--- src/gsl_pkg.sv ---
// Purpose: Shared constants and types of the gauge two-wire slave
// Assumes: One clock, bus pins sampled as synchronous inputs
// Notes: Addresses are 7-bit, data and register pointer are 8-bit
package gsl_pkg;

    // ****************************************
    // Bus addresses and framing
    // ****************************************
    localparam logic [6:0] DEV_ADDR = 7'h64;
    localparam logic [6:0] ARA_ADDR = 7'h0c;
    localparam logic [3:0] BITS_PER_BYTE = 4'h8;
    localparam int ALERT_MODE_BIT = 1;

    // ****************************************
    // Reset values
    // ****************************************
    localparam logic [7:0] PTR_RST = 8'h00;
    localparam logic [3:0] CNT_RST = 4'h0;

    // ****************************************
    // Types
    // ****************************************
    typedef enum logic [3:0] {
        S_IDLE,
        S_ADDR,
        S_CMD,
        S_WDATA,
        S_ACK,
        S_RDATA,
        S_RACK,
        S_ARA,
        S_SKIP
    } gsl_state_t;

    typedef struct packed {
        logic wr;
        logic rd;
        logic [7:0] addr;
        logic [7:0] wdata;
    } gsl_reg_req_t;

endpackage

--- src/gsl_slave.sv ---
// Purpose: Two-wire slave with alert response for a charge gauge
// Assumes: scl and sda are synchronous to clk; scl phases last several clk cycles
// Notes: Register file lives outside; reg_rdata must follow reg_req.addr combinationally
`timescale 1ns/100ps

module gsl_slave (
    // Clock and reset
    input wire logic clk,
    input wire logic rst,
    // Two-wire bus, clock is input only
    input wire logic scl,
    input wire logic sda,
    output logic sda_o,
    output logic sda_oe,
    // Alert pin, open drain
    output logic alert_charge_complete_pin_o,
    output logic alert_charge_complete_pin_oe,
    // Alert source and configuration
    input wire logic alert_event,
    input wire logic [1:0] alert_cfg,
    // Register file access
    output gsl_pkg::gsl_reg_req_t reg_req,
    input wire logic [7:0] reg_rdata,
    // Status
    output logic bus_busy
);

    // ****************************************
    // Bus edge and condition detection
    // ****************************************
    logic scl_q_ff;
    logic sda_q_ff;
    logic scl_rise;
    logic scl_fall;
    logic bus_start;
    logic bus_stop;

    always_ff @(posedge clk or posedge rst) begin
        if (rst) begin
            scl_q_ff <= 1'b1;
            sda_q_ff <= 1'b1;
        end else begin
            scl_q_ff <= scl;
            sda_q_ff <= sda;
        end
    end

    assign scl_rise = scl & ~scl_q_ff;
    assign scl_fall = ~scl & scl_q_ff;
    assign bus_start = scl & scl_q_ff & sda_q_ff & ~sda;
    assign bus_stop = scl & scl_q_ff & ~sda_q_ff & sda;

    // ****************************************
    // Byte framing state
    // ****************************************
    gsl_pkg::gsl_state_t state_ff;
    gsl_pkg::gsl_state_t after_ff;
    logic [3:0] cnt_ff;
    logic [7:0] rx_ff;
    logic [7:0] tx_ff;
    logic [7:0] ptr_ff;
    logic sda_oe_ff;
    logic alert_pend_ff;
    logic alert_oe_ff;
    logic busy_ff;
    gsl_pkg::gsl_reg_req_t reg_req_ff;
    logic byte_end;
    logic own_hit;
    logic ara_hit;
    logic arb_lost;
    logic ara_done;

    assign byte_end = scl_fall & (cnt_ff == gsl_pkg::BITS_PER_BYTE);
    assign own_hit = rx_ff[7:1] == gsl_pkg::DEV_ADDR;
    // alert address only while pin asserted
    assign ara_hit = (rx_ff[7:1] == gsl_pkg::ARA_ADDR) & rx_ff[0] & alert_oe_ff;
    // lost arbitration: we let SDA float high but the line reads low
    assign arb_lost = (state_ff == gsl_pkg::S_ARA) & scl_rise & ~sda_oe_ff & ~sda;
    assign ara_done = (state_ff == gsl_pkg::S_ARA) & byte_end;

    always_ff @(posedge clk or posedge rst) begin
        if (rst) begin
            state_ff <= gsl_pkg::S_IDLE;
            after_ff <= gsl_pkg::S_IDLE;
        end else if (bus_start) begin
            state_ff <= gsl_pkg::S_ADDR;
        end else if (bus_stop) begin
            state_ff <= gsl_pkg::S_IDLE;
        end else begin
            case (state_ff)
                gsl_pkg::S_ADDR: begin
                    if (byte_end) begin
                        if (own_hit) begin
                            // read direction goes straight to data
                            state_ff <= gsl_pkg::S_ACK;
                            after_ff <= rx_ff[0] ? gsl_pkg::S_RDATA : gsl_pkg::S_CMD;
                        end else if (ara_hit) begin
                            state_ff <= gsl_pkg::S_ACK;
                            after_ff <= gsl_pkg::S_ARA;
                        end else begin
                            state_ff <= gsl_pkg::S_SKIP;
                        end
                    end
                end
                gsl_pkg::S_CMD, gsl_pkg::S_WDATA: begin
                    if (byte_end) begin
                        state_ff <= gsl_pkg::S_ACK;
                        after_ff <= gsl_pkg::S_WDATA;
                    end
                end
                gsl_pkg::S_ACK: begin
                    if (scl_fall) begin
                        state_ff <= after_ff;
                    end
                end
                gsl_pkg::S_RDATA: begin
                    if (byte_end) begin
                        state_ff <= gsl_pkg::S_RACK;
                    end
                end
                gsl_pkg::S_RACK: begin
                    if (scl_fall) begin
                        state_ff <= rx_ff[0] ? gsl_pkg::S_SKIP : gsl_pkg::S_RDATA;
                    end
                end
                gsl_pkg::S_ARA: begin
                    if (arb_lost || byte_end) begin
                        state_ff <= gsl_pkg::S_SKIP;
                    end
                end
                default: begin
                    state_ff <= state_ff;
                end
            endcase
        end
    end

    always_ff @(posedge clk or posedge rst) begin
        if (rst) begin
            cnt_ff <= gsl_pkg::CNT_RST;
        end else if (bus_start || byte_end) begin
            cnt_ff <= gsl_pkg::CNT_RST;
        end else if (scl_rise && state_ff inside {gsl_pkg::S_ADDR, gsl_pkg::S_CMD,
                gsl_pkg::S_WDATA, gsl_pkg::S_RDATA, gsl_pkg::S_ARA}) begin
            cnt_ff <= cnt_ff + 4'h1;
        end
    end

    // ****************************************
    // Receive shifter and pointer
    // ****************************************
    // sample on rising clock
    always_ff @(posedge clk or posedge rst) begin
        if (rst) begin
            rx_ff <= 8'h00;
        end else if (scl_rise && state_ff inside {gsl_pkg::S_ADDR, gsl_pkg::S_CMD,
                gsl_pkg::S_WDATA}) begin
            rx_ff <= {rx_ff[6:0], sda};
        end else if (scl_rise && state_ff == gsl_pkg::S_RACK) begin
            // Bit 0 holds the master's acknowledge level
            rx_ff <= {7'h00, sda};
        end
    end

    always_ff @(posedge clk or posedge rst) begin
        if (rst) begin
            ptr_ff <= gsl_pkg::PTR_RST;
        end else if (state_ff == gsl_pkg::S_CMD && byte_end) begin
            ptr_ff <= rx_ff;
        end else if (state_ff == gsl_pkg::S_WDATA && byte_end) begin
            ptr_ff <= ptr_ff + 8'h01;
        end else if (state_ff == gsl_pkg::S_RACK && scl_rise && !sda) begin
            // Advance early so read data settles before the next falling edge
            ptr_ff <= ptr_ff + 8'h01;
        end
    end

    // ****************************************
    // SDA drive, open drain
    // ****************************************
    // SDA is only ever pulled low, never driven high
    always_ff @(posedge clk or posedge rst) begin
        if (rst) begin
            sda_oe_ff <= 1'b0;
            tx_ff <= 8'h00;
        end else if (bus_start || bus_stop || arb_lost) begin
            sda_oe_ff <= 1'b0;
        end else if (scl_fall) begin
            case (state_ff)
                gsl_pkg::S_ADDR: begin
                    sda_oe_ff <= (cnt_ff == gsl_pkg::BITS_PER_BYTE) & (own_hit | ara_hit);
                end
                gsl_pkg::S_CMD, gsl_pkg::S_WDATA: begin
                    sda_oe_ff <= cnt_ff == gsl_pkg::BITS_PER_BYTE;
                end
                gsl_pkg::S_ACK: begin
                    if (after_ff == gsl_pkg::S_RDATA) begin
                        tx_ff <= reg_rdata;
                        sda_oe_ff <= ~reg_rdata[7];
                    end else if (after_ff == gsl_pkg::S_ARA) begin
                        // own address followed by a one
                        tx_ff <= {gsl_pkg::DEV_ADDR, 1'b1};
                        sda_oe_ff <= ~gsl_pkg::DEV_ADDR[6];
                    end else begin
                        sda_oe_ff <= 1'b0;
                    end
                end
                gsl_pkg::S_RDATA, gsl_pkg::S_ARA: begin
                    if (cnt_ff == gsl_pkg::BITS_PER_BYTE) begin
                        sda_oe_ff <= 1'b0;
                    end else begin
                        tx_ff <= {tx_ff[6:0], 1'b0};
                        sda_oe_ff <= ~tx_ff[6];
                    end
                end
                gsl_pkg::S_RACK: begin
                    tx_ff <= reg_rdata;
                    sda_oe_ff <= ~rx_ff[0] & ~reg_rdata[7];
                end
                default: begin
                    sda_oe_ff <= 1'b0;
                end
            endcase
        end
    end

    // ****************************************
    // Register file strobes
    // ****************************************
    always_ff @(posedge clk or posedge rst) begin
        if (rst) begin
            reg_req_ff <= '0;
        end else begin
            reg_req_ff.addr <= ptr_ff;
            reg_req_ff.wr <= state_ff == gsl_pkg::S_WDATA && byte_end;
            reg_req_ff.wdata <= (state_ff == gsl_pkg::S_WDATA && byte_end) ? rx_ff :
                reg_req_ff.wdata;
            reg_req_ff.rd <= scl_fall && ((state_ff == gsl_pkg::S_ACK &&
                after_ff == gsl_pkg::S_RDATA) || (state_ff == gsl_pkg::S_RACK && !rx_ff[0]));
        end
    end

    // ****************************************
    // Alert pin and bus status
    // ****************************************
    // set wins over clear so a fresh event is never lost
    always_ff @(posedge clk or posedge rst) begin
        if (rst) begin
            alert_pend_ff <= 1'b0;
        end else if (alert_event) begin
            alert_pend_ff <= 1'b1;
        end else if (ara_done) begin
            alert_pend_ff <= 1'b0;
        end
    end

    // pull low only in alert mode
    always_ff @(posedge clk or posedge rst) begin
        if (rst) begin
            alert_oe_ff <= 1'b0;
        end else begin
            // upper config bit selects alert mode
            alert_oe_ff <= alert_pend_ff & alert_cfg[gsl_pkg::ALERT_MODE_BIT];
        end
    end

    always_ff @(posedge clk or posedge rst) begin
        if (rst) begin
            busy_ff <= 1'b0;
        end else if (bus_start) begin
            busy_ff <= 1'b1;
        end else if (bus_stop) begin
            busy_ff <= 1'b0;
        end
    end

    assign sda_o = 1'b0;
    assign sda_oe = sda_oe_ff;
    assign alert_charge_complete_pin_o = 1'b0;
    assign alert_charge_complete_pin_oe = alert_oe_ff;
    assign reg_req = reg_req_ff;
    assign bus_busy = busy_ff;
endmodule // gsl_slave

--- config.mk ---
export PLATFORM = sky130hd
export DESIGN_NAME = gsl_slave
export DESIGN_NICKNAME = d
export VERILOG_FILES = /design/src/gsl_pkg.sv /design/src/gsl_slave.sv
export SDC_FILE = /design/constraint.sdc
export NUM_CORES = 1
export LEC_CHECK = 0
export BUFFER_PORTS_ARGS = -buffer_cell sky130_fd_sc_hd__buf_2
export CORE_MARGIN = 2
export CORE_UTILIZATION = 35
export DETAILED_ROUTE_END_ITERATION = 16
export SLEW_MARGIN = 20
export SYNTH_ARGS = -nofsm -noshare
export SYNTH_HDL_FRONTEND = slang
export SYNTH_SLANG_ARGS = --single-unit
--- constraint.sdc ---
create_clock -name clk -period 2.3 [get_ports clk]
set_input_delay 0 -clock clk [delete_from_list [all_inputs] [get_ports clk]]
set_output_delay 0 -clock clk [all_outputs]
set_load 0.02 [all_outputs]
==> flow_results.org <==
** Setup path
- Broken down by cell family, the worst path's largest delay share belongs to compound AO/OA/AOI/OAI gates.
- The number of buffers and inverters on the critical path is 2.
- For the worst setup path, the data required time is 2.55 ns.
- On the worst path, the slowest cell contributes a delay of 0.52 ns.
- Classification of the worst setup path :: flip-flop to flip-flop
- Worst setup path end :: tx_ff[3]
- For flop-to-flop paths, the worst setup slack is 0.31 ns.
- Startpoint of the lowest-slack register-to-register path :: cnt_ff[0]
- Worst Reg2Reg Path Length in Cells :: 6
- At the worst endpoint, the arrival time is 2.23 ns.
- Total number of cells along the worst setup path :: 6
- Worst path cell trace :: inv_1 > ha_1 > and3b_1 > buf_4 > a221o_1 > o31ai_1
- Capturing element type of the critical path :: flip-flop
- Startpoint type of the worst setup path :: flip-flop
- Tracing the worst setup path back leads to its startpoint at cnt_ff[0].
- End of the worst register-to-register path :: tx_ff[3]
- CP Max Fanout :: 14
- The slowest stage of the critical path belongs to the cell a221o_1.

** STA
- Worst Skew :: 0.004801 ns
- Worst slew slack as a fraction of its limit :: 56.09%
- The worst path in the final design needs a cycle of 1.986 ns, including I/O delays and setup.
- Setup total negative slack on the finished layout was measured at 0 ns.
- The count of final max-slew check failures came to 0.
- Achievable clock frequency :: 503.5 MHz
- Number of endpoints failing setup at the final stage :: 0
- Count of final hold-check violations :: 0
- Unrepaired setup endpoints after global routing :: no
- For the pin with the worst max-slew slack, the measured transition is 0.6532 ns.
- The final critical path takes up 86.35% of the cycle.
- Final worst hold slack :: 0.007274 ns

** Yosys
- Number of enable flip-flop cells after synthesis :: 0
- After synthesis the netlist holds a flip-flop and latch count of 58.
- Cell with the most instances after synthesis :: dfrtp_1
- Area leader, netlist :: dfrtp_1
- Proportion of register bits with asynchronous set or reset after synthesis :: 100.0%
- Register area share after synthesis :: 51.05%
- Unique cell type count in the Yosys netlist :: 61
- After synthesis, the cell types taking the most area are dfrtp_1 49%, mux2_2 4.3%, a21oi_1 3.2%.
- The mapped netlist covers 2848 um^2.
- Most instantiated cells after synthesis :: 56 x dfrtp_1, 24 x nand2_1, 24 x nor2_1
- Yosys printed 0 warnings.
- Top-area cell type share of the netlist area :: 49.21%
- A synthesized cell averages 10.63 um^2.
- In the synthesized netlist the dominant register cell turns out to be dfrtp_1.
- Count of mapped cells out of synthesis :: 268

** Power and ir drop
- Total power density per cell area :: 715.2 nW/um^2
- Combinational logic burns 14.8% of the power.
- Clock power frac :: 33.7%
- Switching power :: 716.5 uW
- For this design the static power due to leakage is 0.001613 uW.
- Net switching is 29.42% of the power.
- VDD sags by at most 331.4 uV.
- Power share of the sequential group :: 51.5%
- The internal portion of the total power is 1719 uW.

** Global route
- The via count of the first global-routing pass is 2178.
- Final global-route overflow total :: 0
- Initial antenna violation count :: 0
- GR Util All Layers :: 15.29%
- Pin count of the biggest net entering global routing :: 32
- Wire length of the first global-routing pass :: 10.46 mm

** Clocking
- Maximum number of buffers from clock root to sink :: 2
- In this run, CTS created clock tree buffers numbering 9.
- Buffers added to address setup during post-CTS repair amount to 0.
- Clock tree from TritonCTS :: built
- The tree is rooted in a clkbuf_8.
- Clock transition time at the flip-flop clock pins of the worst setup and hold paths :: 0.07 ns
- Counting every sink on the clock net gives 58.
- The later pin in the worst-skew pair is clocked with a latency of 0.34 ns.
- Number of H-tree branching levels :: 3

** Die
- The die covers 8874 um^2.
- After floorplanning, the core was sized to cover 7807 um^2.
- Initial standard-cell utilization of the core :: 36.47%
- In this run the count of I/O pins placed on the die edge is 38.
- Die span in y :: 94.20 um
- Number of core rows :: 32
- Width of the die :: 94.20 um

** Routing
- In the routed design, unresolved DRC markers number 0.
- Routed Wire Length :: 6.116 mm
- The detailed router placed 2223 vias in this run.
- Using the TritonRoute via totals, the vias-per-cell ratio works out to 5.218.
- After detailed routing, the average wire length per cell comes to 14.36 um.
- Number of nets with antenna violations after routing :: 0
- Drt first-iter violations :: 105
- Before antenna repair, the detailed router went through 4 iterations.

** Final layout
- Of the cells placed in the final design, the portion with a size suffix greater than 1 is 26.85%.
- From synthesis to final layout, the design area changed by 19.60%.
- 0 antenna diodes ended up in the layout.
- After filler insertion, the fill cell instance count of the layout stands at 757.
- Layout Nets :: 337

** Placed design
- In this run the tool buffered the top-level ports with 34 buffer cells.
- Routability Congestion :: 0.8857
- The HPWL after detailed placement is 4.272 mm.

** Job
- Across the run, the number of max-cap violations was 0.

** Status
- The run finished with clean final reports.

** Min path
- Type of the most critical hold path :: input pin to flip-flop
[cell type report]
cell class              count  area, um^2  share of cell area [%]
flip-flops and latches     58        1454                   42.69
multi-input cells         188        1274                   37.40
repair buffers             53       345.3                   10.14
clock buffers              11       141.4                   4.151
well taps                 102       127.6                   3.747
inverters                   9       33.78                  0.9919
clock inverters             5       30.03                  0.8817
[worst min-delay path by stage]
stage	from	end	slack, ns	cells after the start
after global routing	reg_rdata[3]	tx_ff[3]	0.02	3
after CTS	reg_rdata[3]	tx_ff[3]	0.01	3
after detailed placement	rst	reg_req[8]	0.10	2
after global placement	rst	reg_req[8]	0.1	2
final	reg_rdata[3]	tx_ff[3]	0.007	3
after floorplan	scl	scl_q_ff	0.004	0
[state kept, by name (all words and copies together) (netlist names)]
register                      flops
after_ff                          3
sda_oe                            1
alert_charge_complete_pin_oe      1
rx_ff                             8
tx_ff                             7
alert_pend_ff                     1
ptr_ff                            8
sda_q_ff                          1
bus_busy                          1
reg_req                          18
cnt_ff                            4
state_ff                          4
scl_q_ff                          1
[worst min-delay path, delay by kind of cell]
family	cells	cell delay, ns
AO/OA/AOI/OAI	1	0.19
AND/OR/NAND/NOR	1	0.04
buffers and inverters	1	0.08
[logic make-up (layout without fill, tap and decap cells)]
group | after synthesis | in the layout | share of synthesized area [%]
AND/OR/NAND/NOR | 96 | 96 | 18.80
AO/OA/AOI/OAI | 67 | 67 | 16.83
flip-flops | 58 | 58 | 51.05
buffers and inverters | 23 | 78 | 4.437
multiplexers | 14 | 14 | 5.580
XOR/XNOR | 6 | 6 | 1.845
adder cells (fa/ha/maj) | 3 | 3 | 1.318
other | 1 | 2 | 0.1317
[per-stage QoR]
stage | std cells | setup WS (ns) | area (um^2) | power, uW | util, %
finish | 426 | 0.3140 | 3406 | 2436 | 43.62
CTS | 426 | 0.1082 | 3403 | 2464 | 43.59
global placement | 402 | 0.2486 | 3152 | 1614 | 40.37
global route | 426 | 0.1119 | 3406 | 2569 | 43.62
floorplan | 269 | 0.4772 | 2851 | 1506 | -
detailed placement | 402 | 0.1231 | 3152 | 1627 | 40.37
[power groups by stage]
| stage | combinational, uW | clock (uW) | sequential, uW |
|---|---|---|---|
| detailed placement | 353 | 0 | 1270 |
| global route | 409 | 887 | 1270 |
| floorplan | 273 | 0 | 1230 |
| CTS | 366 | 843 | 1250 |
| global placement | 342 | 0 | 1270 |
| finish | 361 | 820 | 1250 |
[layout by cell type (no fill, tap or decap), types with 5 or more instances in the layout]
cell type and count:
a21oi_1 18, a22o_1 5, buf_2 34, buf_4 10, clkbuf_8 10, dfrtp_1 56
dlygate4sd3_1 8, inv_1 8, mux2_2 11, nand2_1 24, nand2b_1 7, nand3_1 10
nor2_1 23, nor3_1 5, o21ai_0 11, o22ai_1 6
[repair_timing]
action | in CTS | in global routing
endpoints found under the setup margin | 0 | 6
gates resized for setup | 0 | 1
hold buffers | 8 | 0
hold endpoints to repair | 35 | 0
[per-layer routing]
metal | global-route usage, % | wire length [um] | vias up
met1 | 19.64 | 2820 | 1088
li1 | - | - | 1069
met3 | 4.494 | 335 | 12
met5 | 0 | 0 | -
met2 | 24.23 | 2863 | 54
met4 | 5.918 | 97 | 0
Note: power is estimated with default switching activity, not from simulation.
